`src/hdl/fpw_params.svh`:
```
// Constants for the flash program and write-protect block.
// Assumes a 32-bit AXI4-Lite register bus and a 10 MHz system clock.
`ifndef FPW_PARAMS_SVH
`define FPW_PARAMS_SVH

// Register byte offsets.
`define FPW_OFS_DATA_LOW     8'h00
`define FPW_OFS_DATA_HIGH    8'h04
`define FPW_OFS_ROW_SRC      8'h08
`define FPW_OFS_PROG_PROT    8'h0c
`define FPW_OFS_BOOT_PROT    8'h10
`define FPW_OFS_CONTROL      8'h14
`define FPW_OFS_STATUS       8'h18
`define FPW_OFS_TARGET       8'h1c

// Field positions.
`define FPW_PP_UNLOCK_BIT    31
`define FPW_BP_UNLOCK_BIT    15
`define FPW_BP_PAGE2_BIT     10
`define FPW_BP_PAGE1_BIT     9
`define FPW_BP_PAGE0_BIT     8
`define FPW_CTL_START_BIT    15

// Address layout of protected regions.
`define FPW_PFM_TOP_BYTE     8'h1d
`define FPW_BOOT_BASE        32'h1fc00000
`define FPW_BOOT_PAGE_BYTES  32'h00000800

// Reset values.
`define FPW_PP_RESET         32'h80000000
`define FPW_BP_RESET         32'h00008700

// Key words of the unlock sequence.
`define FPW_KEY_FIRST        32'haa996655
`define FPW_KEY_SECOND       32'h556699aa

// Operation select codes.
`define FPW_OP_DWORD         4'h2
`define FPW_OP_ROW           4'h3
`define FPW_OP_PAGE_ERASE    4'h4

`endif

```
`src/hdl/fpw_pkg.sv`:
```
// Types shared by the flash program and write-protect block.
// Assumes the constants header is included where offsets are needed.
package fpw_pkg;

	// One flash request handed to the flash array port.
	typedef struct packed {
		logic [3:0]  op;
		logic [31:0] target;
		logic [31:0] source;
		logic [63:0] data;
	} fpw_req_s;

	// Protection settings that steer the checker.
	typedef struct packed {
		logic [23:0] page_addr;
		logic [2:0]  boot_bits;
	} fpw_prot_s;

	// Controller sequencing states.
	typedef enum logic [1:0] {
		FPW_IDLE,
		FPW_CHECK,
		FPW_ISSUE
	} fpw_state_e;

endpackage : fpw_pkg

```
`src/hdl/fpw_flash_prot.sv`:
```
// Flash program data, row source and write-protect registers with an AXI4-Lite slave.
// Assumes synchronous bus inputs; a flash array sits on the request port and answers done.
`timescale 1ns/100ps
`include "fpw_params.svh"

module fpw_flash_prot #(
	parameter int PAGE_BITS = 11
) (
	input  wire logic         i_clk,
	input  wire logic         i_arst_n,
	input  wire logic [7:0]   i_awaddr,
	input  wire logic         i_awvalid,
	output logic              o_awready,
	input  wire logic [31:0]  i_wdata,
	input  wire logic [3:0]   i_wstrb,
	input  wire logic         i_wvalid,
	output logic              o_wready,
	output logic [1:0]        o_bresp,
	output logic              o_bvalid,
	input  wire logic         i_bready,
	input  wire logic [7:0]   i_araddr,
	input  wire logic         i_arvalid,
	output logic              o_arready,
	output logic [31:0]       o_rdata,
	output logic [1:0]        o_rresp,
	output logic              o_rvalid,
	input  wire logic         i_rready,
	output fpw_pkg::fpw_req_s o_req,
	output logic              o_req_valid,
	input  wire logic         i_req_done
);

	// Reset synchroniser: first stage is read only by the second.
	logic rst_m_q;
	logic rst_n_q;
	always_ff @(posedge i_clk or negedge i_arst_n) begin
		if (!i_arst_n) begin
			rst_m_q <= 1'b0;
			rst_n_q <= 1'b0;
		end else begin
			rst_m_q <= 1'b1;
			rst_n_q <= rst_m_q;
		end
	end

	// Registers.
	logic [31:0]         data_lo_q;
	logic [31:0]         data_hi_q;
	logic [31:0]         src_q;
	logic [31:0]         tgt_q;
	logic [3:0]          op_q;
	logic                pp_unlock_q;
	logic [23:0]         pp_addr_q;
	logic                bp_unlock_q;
	logic [2:0]          bp_bits_q;
	logic                err_q;
	fpw_pkg::fpw_state_e state_q;

	// AXI write channel holding registers.
	logic        aw_have_q;
	logic        w_have_q;
	logic [7:0]  aw_addr_q;
	logic [31:0] w_data_q;
	logic [3:0]  w_strb_q;

	// Merges a byte-enabled write into an old word.
	function automatic logic [31:0] fpw_merge(input logic [31:0] old, input logic [31:0] nw, input logic [3:0] be);
		fpw_merge = old;
		for (int i = 0; i < 4; i++)
			if (be[i])
				fpw_merge[i*8 +: 8] = nw[i*8 +: 8];
	endfunction : fpw_merge

	// Write decode: a write completes once both address and data are held and no response is pending.
	wire         wr_fire   = aw_have_q && w_have_q && !o_bvalid;
	wire [31:0]  wr_word   = fpw_merge(32'h0, w_data_q, w_strb_q);
	wire         wr_known  = (aw_addr_q <= `FPW_OFS_TARGET) && (aw_addr_q[1:0] == 2'h0);
	wire         wr_pp     = wr_fire && aw_addr_q == `FPW_OFS_PROG_PROT;
	wire         wr_bp     = wr_fire && aw_addr_q == `FPW_OFS_BOOT_PROT;
	wire         wr_ctl    = wr_fire && aw_addr_q == `FPW_OFS_CONTROL;
	wire         key_wr    = wr_fire && aw_addr_q == `FPW_OFS_STATUS;
	wire         busy      = (state_q != fpw_pkg::FPW_IDLE);
	wire         key_ok;
	wire         blocked;
	wire [31:0]  pp_merged = fpw_merge({pp_unlock_q, 7'h0, pp_addr_q}, w_data_q, w_strb_q);
	wire [31:0]  bp_merged = fpw_merge({16'h0, bp_unlock_q, 4'h0, bp_bits_q, 8'h0}, w_data_q, w_strb_q);
	wire [31:0]  ctl_merged = fpw_merge({28'h0, op_q}, w_data_q, w_strb_q);
	wire         pp_take   = wr_pp && key_ok && pp_unlock_q;
	wire         bp_take   = wr_bp && key_ok;

	fpw_key_unlock u_key (
		.i_clk      (i_clk),
		.i_rst_n    (rst_n_q),
		.i_key_wr   (key_wr),
		.i_key_data (wr_word),
		.i_any_wr   (wr_fire),
		.o_unlocked (key_ok)
	);

	fpw_prot_check #(.PAGE_BITS(PAGE_BITS)) u_chk (
		.i_addr    (tgt_q),
		.i_prot    ({pp_addr_q, bp_bits_q}),
		.o_blocked (blocked)
	);

	// Write address and data are captured independently, in either order.
	always_ff @(posedge i_clk or negedge rst_n_q) begin
		if (!rst_n_q) begin
			aw_have_q <= 1'b0;
			w_have_q  <= 1'b0;
			aw_addr_q <= 8'h00;
			w_data_q  <= 32'h0;
			w_strb_q  <= 4'h0;
			o_bvalid  <= 1'b0;
			o_bresp   <= 2'h0;
		end else begin
			if (i_awvalid && o_awready) begin
				aw_have_q <= 1'b1;
				aw_addr_q <= i_awaddr;
			end else if (wr_fire) begin
				aw_have_q <= 1'b0;
			end
			if (i_wvalid && o_wready) begin
				w_have_q <= 1'b1;
				w_data_q <= i_wdata;
				w_strb_q <= i_wstrb;
			end else if (wr_fire) begin
				w_have_q <= 1'b0;
			end
			if (wr_fire) begin
				o_bvalid <= 1'b1;
				o_bresp  <= wr_known ? 2'h0 : 2'h2;
			end else if (i_bready) begin
				o_bvalid <= 1'b0;
			end
		end
	end

	// Ready is offered only while the holding slot is empty.
	always_ff @(posedge i_clk or negedge rst_n_q) begin
		if (!rst_n_q) begin
			o_awready <= 1'b0;
			o_wready  <= 1'b0;
		end else begin
			o_awready <= !aw_have_q && !(i_awvalid && o_awready);
			o_wready  <= !w_have_q && !(i_wvalid && o_wready);
		end
	end

	// Data and address registers; locked while an operation runs so the request stays stable.
	always_ff @(posedge i_clk or negedge rst_n_q) begin
		if (!rst_n_q) begin
			data_lo_q <= 32'h0;
			data_hi_q <= 32'h0;
			src_q     <= 32'h0;
			tgt_q     <= 32'h0;
			op_q      <= 4'h0;
		end else if (wr_fire && !busy) begin
			if (aw_addr_q == `FPW_OFS_DATA_LOW)  data_lo_q <= fpw_merge(data_lo_q, w_data_q, w_strb_q);
			if (aw_addr_q == `FPW_OFS_DATA_HIGH) data_hi_q <= fpw_merge(data_hi_q, w_data_q, w_strb_q);
			if (aw_addr_q == `FPW_OFS_ROW_SRC)   src_q     <= fpw_merge(src_q, w_data_q, w_strb_q);
			if (aw_addr_q == `FPW_OFS_TARGET)    tgt_q     <= fpw_merge(tgt_q, w_data_q, w_strb_q);
			if (aw_addr_q == `FPW_OFS_CONTROL)   op_q      <= ctl_merged[3:0];
		end
	end

	// Reset images of the protect registers; the flags and fields below are cut from them bit by bit.
	localparam logic [31:0] PP_RST = `FPW_PP_RESET;
	localparam logic [31:0] BP_RST = `FPW_BP_RESET;

	// Protect registers: unlock flags only clear, fields move only while unlocked.
	always_ff @(posedge i_clk or negedge rst_n_q) begin
		if (!rst_n_q) begin
			pp_unlock_q <= PP_RST[`FPW_PP_UNLOCK_BIT];
			pp_addr_q   <= PP_RST[23:0];
			bp_unlock_q <= BP_RST[`FPW_BP_UNLOCK_BIT];
			bp_bits_q   <= BP_RST[`FPW_BP_PAGE2_BIT:`FPW_BP_PAGE0_BIT];
		end else begin
			if (pp_take) begin
				pp_addr_q   <= pp_merged[23:0];
				pp_unlock_q <= pp_unlock_q & pp_merged[`FPW_PP_UNLOCK_BIT];
			end
			if (bp_take) begin
				if (bp_unlock_q)
					bp_bits_q <= bp_merged[`FPW_BP_PAGE2_BIT:`FPW_BP_PAGE0_BIT];
				bp_unlock_q <= bp_unlock_q & bp_merged[`FPW_BP_UNLOCK_BIT];
			end
		end
	end

	// Sequencer: start, check protection, issue until the array reports done.
	wire start = wr_ctl && !busy && wr_word[`FPW_CTL_START_BIT];
	always_ff @(posedge i_clk or negedge rst_n_q) begin
		if (!rst_n_q) begin
			state_q     <= fpw_pkg::FPW_IDLE;
			o_req_valid <= 1'b0;
			o_req       <= '0;
			err_q       <= 1'b0;
		end else begin
			case (state_q)
				fpw_pkg::FPW_IDLE: begin
					if (start) begin
						state_q <= fpw_pkg::FPW_CHECK;
						err_q   <= 1'b0;
					end
				end
				fpw_pkg::FPW_CHECK: begin
					if (blocked) begin
						state_q <= fpw_pkg::FPW_IDLE;
						err_q   <= 1'b1;
					end else begin
						state_q      <= fpw_pkg::FPW_ISSUE;
						o_req_valid  <= 1'b1;
						o_req.op     <= op_q;
						o_req.target <= tgt_q;
						o_req.source <= src_q;
						o_req.data   <= {data_hi_q, data_lo_q};
					end
				end
				fpw_pkg::FPW_ISSUE: begin
					if (i_req_done) begin
						state_q     <= fpw_pkg::FPW_IDLE;
						o_req_valid <= 1'b0;
					end
				end
				default: state_q <= fpw_pkg::FPW_IDLE;
			endcase
		end
	end

	// Read path: one cycle after the address is taken.
	wire [31:0] rd_word =
		(i_araddr == `FPW_OFS_DATA_LOW)  ? data_lo_q :
		(i_araddr == `FPW_OFS_DATA_HIGH) ? data_hi_q :
		(i_araddr == `FPW_OFS_ROW_SRC)   ? src_q :
		(i_araddr == `FPW_OFS_PROG_PROT) ? {pp_unlock_q, 7'h0, pp_addr_q} :
		(i_araddr == `FPW_OFS_BOOT_PROT) ? {16'h0, bp_unlock_q, 4'h0, bp_bits_q, 8'h0} :
		(i_araddr == `FPW_OFS_CONTROL)   ? {16'h0, busy, 10'h0, err_q, op_q} :
		(i_araddr == `FPW_OFS_TARGET)    ? tgt_q : 32'h0;
	wire        rd_known = (i_araddr <= `FPW_OFS_TARGET) && (i_araddr[1:0] == 2'h0);
	always_ff @(posedge i_clk or negedge rst_n_q) begin
		if (!rst_n_q) begin
			o_arready <= 1'b0;
			o_rvalid  <= 1'b0;
			o_rdata   <= 32'h0;
			o_rresp   <= 2'h0;
		end else begin
			o_arready <= !o_rvalid && !(i_arvalid && o_arready);
			if (i_arvalid && o_arready) begin
				o_rvalid <= 1'b1;
				o_rdata  <= rd_word;
				o_rresp  <= rd_known ? 2'h0 : 2'h2;
			end else if (i_rready) begin
				o_rvalid <= 1'b0;
			end
		end
	end
endmodule : fpw_flash_prot

```
`src/hdl/fpw_key_unlock.sv`:
```
// Key unlock sequence tracker for protected register writes.
// Assumes key writes arrive as one-cycle strobes with their data.
`timescale 1ns/100ps
`include "fpw_params.svh"

module fpw_key_unlock (
	input  wire logic        i_clk,
	input  wire logic        i_rst_n,
	input  wire logic        i_key_wr,
	input  wire logic [31:0] i_key_data,
	input  wire logic        i_any_wr,
	output logic             o_unlocked
);

	logic [1:0] stage_q;
	logic [1:0] stage_d;

	// The window closes on any other register write so a stray access cannot reuse it.
	always_comb begin
		stage_d = stage_q;
		if (i_key_wr) begin
			if (i_key_data == `FPW_KEY_FIRST)
				stage_d = 2'h1;
			else if (stage_q == 2'h1 && i_key_data == `FPW_KEY_SECOND)
				stage_d = 2'h2;
			else
				stage_d = 2'h0;
		end else if (i_any_wr) begin
			stage_d = 2'h0;
		end
	end

	// Sequence state.
	always_ff @(posedge i_clk or negedge i_rst_n) begin
		if (!i_rst_n)
			stage_q <= 2'h0;
		else
			stage_q <= stage_d;
	end

	assign o_unlocked = (stage_q == 2'h2);

endmodule : fpw_key_unlock

```
`src/hdl/fpw_prot_check.sv`:
```
// Combinational protection check for a flash target address.
// Assumes physical addresses and page size set by parameter.
`timescale 1ns/100ps
`include "fpw_params.svh"

module fpw_prot_check #(
	parameter int PAGE_BITS = 11
) (
	input  wire logic [31:0]       i_addr,
	input  wire fpw_pkg::fpw_prot_s i_prot,
	output logic                   o_blocked
);

	logic [31:0] limit;
	logic [31:0] limit_page;
	logic [31:0] boot_off;
	logic        in_pfm;
	logic        pfm_hit;
	logic        boot_hit;

	// A nonzero protect address rounds up to its page end, so its page and all below are covered.
	assign limit      = {`FPW_PFM_TOP_BYTE, i_prot.page_addr};
	assign limit_page = limit | ((32'h1 << PAGE_BITS) - 32'h1);
	assign in_pfm     = (i_addr[31:24] == `FPW_PFM_TOP_BYTE);
	assign pfm_hit    = in_pfm && (i_prot.page_addr != 24'h0) && (i_addr <= limit_page);

	// Boot pages: bit 10 guards the first 2 KB, bit 9 the second, bit 8 the third.
	assign boot_off = i_addr - `FPW_BOOT_BASE;
	assign boot_hit = (i_addr >= `FPW_BOOT_BASE) && (
		(boot_off < `FPW_BOOT_PAGE_BYTES && i_prot.boot_bits[2]) ||
		(boot_off >= `FPW_BOOT_PAGE_BYTES && boot_off < 32'h1000 && i_prot.boot_bits[1]) ||
		(boot_off >= 32'h1000 && boot_off < 32'h1800 && i_prot.boot_bits[0]));

	assign o_blocked = pfm_hit || boot_hit;

endmodule : fpw_prot_check

```
`config.mk`:
```
export PLATFORM = sky130hd
export DESIGN_NAME = fpw_flash_prot
export DESIGN_NICKNAME = d
export VERILOG_FILES = /design/src/hdl/fpw_pkg.sv /design/src/hdl/fpw_flash_prot.sv /design/src/hdl/fpw_key_unlock.sv /design/src/hdl/fpw_prot_check.sv
export VERILOG_INCLUDE_DIRS = /design/src /design/src/hdl
export SDC_FILE = /design/constraint.sdc
export NUM_CORES = 1
export LEC_CHECK = 0
export BUFFER_PORTS_ARGS = -buffer_cell sky130_fd_sc_hd__buf_2
export CELL_PAD_IN_SITES_DETAIL_PLACEMENT = 0
export CELL_PAD_IN_SITES_GLOBAL_PLACEMENT = 2
export CORE_MARGIN = 2
export CORE_UTILIZATION = 40
export CTS_BUF_LIST = sky130_fd_sc_hd__clkbuf_16
export DETAILED_ROUTE_END_ITERATION = 8
export GPL_TIMING_DRIVEN = 0
export PLACE_DENSITY_LB_ADDON = 0.2
export SYNTH_ARGS = -nofsm -noshare
export SYNTH_HDL_FRONTEND = slang
export SYNTH_SLANG_ARGS = --single-unit
```
`constraint.sdc`:
```
create_clock -name i_clk -period 14.52 [get_ports i_clk]
set_clock_uncertainty 0.2 [all_clocks]
set_input_delay 0.726 -clock i_clk [delete_from_list [all_inputs] [get_ports i_clk]]
set_output_delay 0.726 -clock i_clk [all_outputs]
set_load 0.02 [all_outputs]
```
==> impl_metrics.yaml <==
outcome:
  status: "finished clean"
timing:
  fmax_mhz: 281
  rsz0062_at_grt: "false"
  whs_ns: 0.153
  worst_pin_slew_ns: 1.21
  setup_viol: 0
  maxSlewViolCount: 0
  finalHoldViolations: 0
  finalCriticalPeriod_ns: 3.56
  slew_headroom_pct: 19.4
  min_period_over_period_pct: 24.5
  finalWorstSetupSlack_ns: 10.96
critical_path:
  worstPathMaxFanout: 10
  worstSetupPathType: "in -> reg"
  cp-startpoint: "i_araddr[4]"
  startpoint_type: "input port"
  arrival_ns: 3.83
  cp-end-kind: "flip-flop"
  r2r_start: "pp_addr_q[7]$_DFFE_PN0P_"
  cp.required_ns: 14.79
power:
  switchingPower_mw: 0.796
  seqPwrFrac_pct: 50.1
  ir_drop_v: 0.0000811
  leakagePower_nw: 9.93
  p_clk_share_pct: 38.0
  p_comb_share_pct: 11.9
  p_int_mw: 1.94
  power_density_nw_per_um2: 137
  sw_frac_of_total_pct: 29.1
die:
  ios: 234
  rows: 74
  die-height_um: 208
  initial_core_util_pct: 40.7
  die_x_um: 208
  core_um2: 41000
  design.die.area_um2: 43300
flow_run:
  cap_viol_max_count: 0
finish:
  finalNetCount: 1560
  area_growth_pct: 20.0
  drive_above_1_share_pct: 43.7
  post-route-util_pct: 48.8
global_routing:
  grt_max_degree: 71
  track_usage_pct: 23.6
  first_global_vias: 11500
  grt_pass1_wl_mm: 76.1
  overflow: 0
  antenna_found_initial: 0
yosys:
  netlist_instances: 1202
  ys_ff_latch: 386
  synth_ff_type: "dfrtp_1"
  synth_cell_type_count: 64
  synth_edf_count: 0
  synthesis.area_um2: 16700
  async_flop_share_pct: 100
  yosysWarnings: 0
  ys_seq_area_share_pct: 57.9
  syn_area_per_cell_um2: 13.9
clocking:
  cts_max_level: 2
  clock_sinks: 386
  numCtsBuffers: 44
  clk_pin_slew_ns: 0.06
  cts_root_buf: "clkbuf_16"
  cts_tree: "yes"
  insertion_delay_ns: 0.57
  clockBufferDepth: 3
detailed_routing:
  finalWirelength_mm: 50.7
  wire_per_inst_um: 24.7
  postRouteAntennaNets: 0
  first_pass_iters: 5
  drtIter0Drc: 672
  drc: 0
  viasPerCell: 5.44
  vias: 11100
hold_path:
  hold_path.class: "in -> reg"
  hp-start: "i_wvalid"
place:
  place.gp.congestion: 0.858
  place_ws_ns: 10.37
  port_buffers: 229
  dp_hpwl_mm: 37.0
-- worst max-delay path, cell delays in order --
cell and delay [ns]:
buf_2 0.16, nor4_1 0.63, nand2_1 0.21, nor3b_2 0.77, clkbuf_1 0.71, a221oi_1 0.25, o2bb2ai_1 0.20, o21ai_0 0.16
-- registers in the layout (all words and copies together) (netlist names), 2 cells and up --
name,cells
o_req,132
data_hi_q,32
data_lo_q,32
o_rdata,32
src_q,32
tgt_q,32
w_data_q,32
pp_addr_q,24
aw_addr_q,8
op_q,4
w_strb_q,4
bp_bits_q,3
state_q,2
u_key.stage_q,2
-- cell type report --
cell class,instances,area [um2]
fill,3756,21000
sequential,386,9670
multi-input combinational,739,6650
timing repair buffer,236,1320
clock buffer,45,1130
tap,532,666
buffer,57,295
clock inverter,32,205
inverter,21,78.8
antenna,1,2.50
-- cell usage in the layout (no fill, tap or decap), types with 4 or more instances in the layout --
cell	n
mux2_2	266
nor4bb_1	4
nor3_1	6
buf_2	240
and3_1	4
clkbuf_16	45
clkinv_2	5
a21oi_1	14
nand4b_1	6
nand2b_1	4
inv_1	34
mux2_4	69
dfrtp_1	380
buf_16	6
nor2_1	17
a22oi_1	27
mux2i_1	12
dfstp_2	5
nand2_1	87
nor2_2	4
nor3b_1	4
clkinv_1	11
nand4_1	12
clkbuf_1	31
buf_6	8
o21ai_0	48
ha_1	15
a221oi_1	25
o2bb2ai_1	22
a31oi_1	4
nand3_1	18
buf_1	5
nor4_1	13
-- layer usage --
metal	GRT usage (%)	routed length (um)	vias up
met5	0	0	-
met4	6.77	1090	0
met3	3.94	2420	66
met2	37.7	23900	282
met1	33.2	23200	5783
li1	-	-	5008
-- synthesized netlist by cell type, types with 3 or more instances --
master | instances | area (um2)
xnor2_1 | 3 | 26.3
mux2_4 | 69 | 1040
and4_1 | 3 | 26.3
o2bb2ai_1 | 22 | 193
a21oi_1 | 14 | 70.1
nor4b_1 | 3 | 26.3
a31oi_1 | 4 | 25.0
buf_6 | 8 | 90.1
nand3_1 | 18 | 90.1
a21o_1 | 3 | 22.5
buf_2 | 11 | 55.1
mux2_2 | 266 | 3000
clkbuf_1 | 31 | 116
inv_1 | 21 | 78.8
dfrtp_1 | 381 | 9530
ha_1 | 15 | 188
dfstp_2 | 5 | 131
o211ai_1 | 3 | 22.5
nand4_1 | 12 | 75.1
a22oi_1 | 27 | 203
o21ai_0 | 48 | 240
a221oi_1 | 25 | 219
nor4bb_1 | 4 | 40.0
nand4b_1 | 6 | 52.6
or3_1 | 3 | 18.8
and3_1 | 4 | 25.0
nor3_1 | 6 | 30.0
nor2_1 | 17 | 63.8
and2_1 | 3 | 18.8
nor2b_1 | 3 | 18.8
nand2b_1 | 4 | 25.0
nor2_2 | 4 | 25.0
nor3b_1 | 5 | 37.5
mux2i_1 | 12 | 120
buf_1 | 5 | 18.8
nor4_1 | 13 | 81.3
nand2_1 | 87 | 327
-- power groups by stage --
stage               Clock, mW  Sequential [mW]  Combinational (mW)
floorplan                   0             1.32               0.207
global placement            0             1.40               0.296
detailed placement          0             1.39               0.327
CTS                      1.07             1.37               0.330
global route             1.12             1.39               0.354
finish                   1.04             1.37               0.325
-- timing repair --
action / 4_1_cts / 5_1_grt
resized for setup: 0 / 0
hold buffers: 1 / 0
setup buffers: 0 / 0
endpoints found under the hold margin: 2 / 0
-- cell families after synthesis --
logic type               after synthesis  share of synthesized area [%]
flip-flops                           386                           57.9
multiplexers                         348                           25.0
AND/OR/NAND/NOR                      205                           6.49
AO/OA/AOI/OAI                        164                           6.98
buffers and inverters                 78                           2.24
adder cells (fa/ha/maj)               15                           1.13
XOR/XNOR                               4                          0.210
other                                  2                         0.0450
-- worst paths after layout --
path / slack [ns] / to / cells past startpoint
hold / removal: 0.15 / o_wready$_DFF_PN0_ / 2
min in group asynchronous: 0.24 / o_bvalid$_DFFE_PN0P_ / 0
setup / recovery: 10.96 / o_rdata[27]$_DFFE_PN0P_ / 8
hold reg to reg: 0.17 / rst_n_q$_DFF_PN0_ / 0
setup reg to reg: 11.02 / o_req[85]$_DFFE_PN0P_ / 8
max in group asynchronous: 12.73 / o_req[99]$_DFFE_PN0P_ / 2
-- metrics by stage --
stage | std cells | cell area (um2) | setup TNS, ns | power [mW]
finish | 2049 | 20000 | 0 | 2.74
floorplan | 1203 | 16700 | 0 | 1.53
detailed placement | 1970 | 18700 | 0 | 1.72
global route | 2048 | 20000 | 0 | 2.86
global placement | 1964 | 18500 | -695.05 | 1.70
CTS | 2048 | 20000 | 0 | 2.77
(Power assumes the default switching activity.)
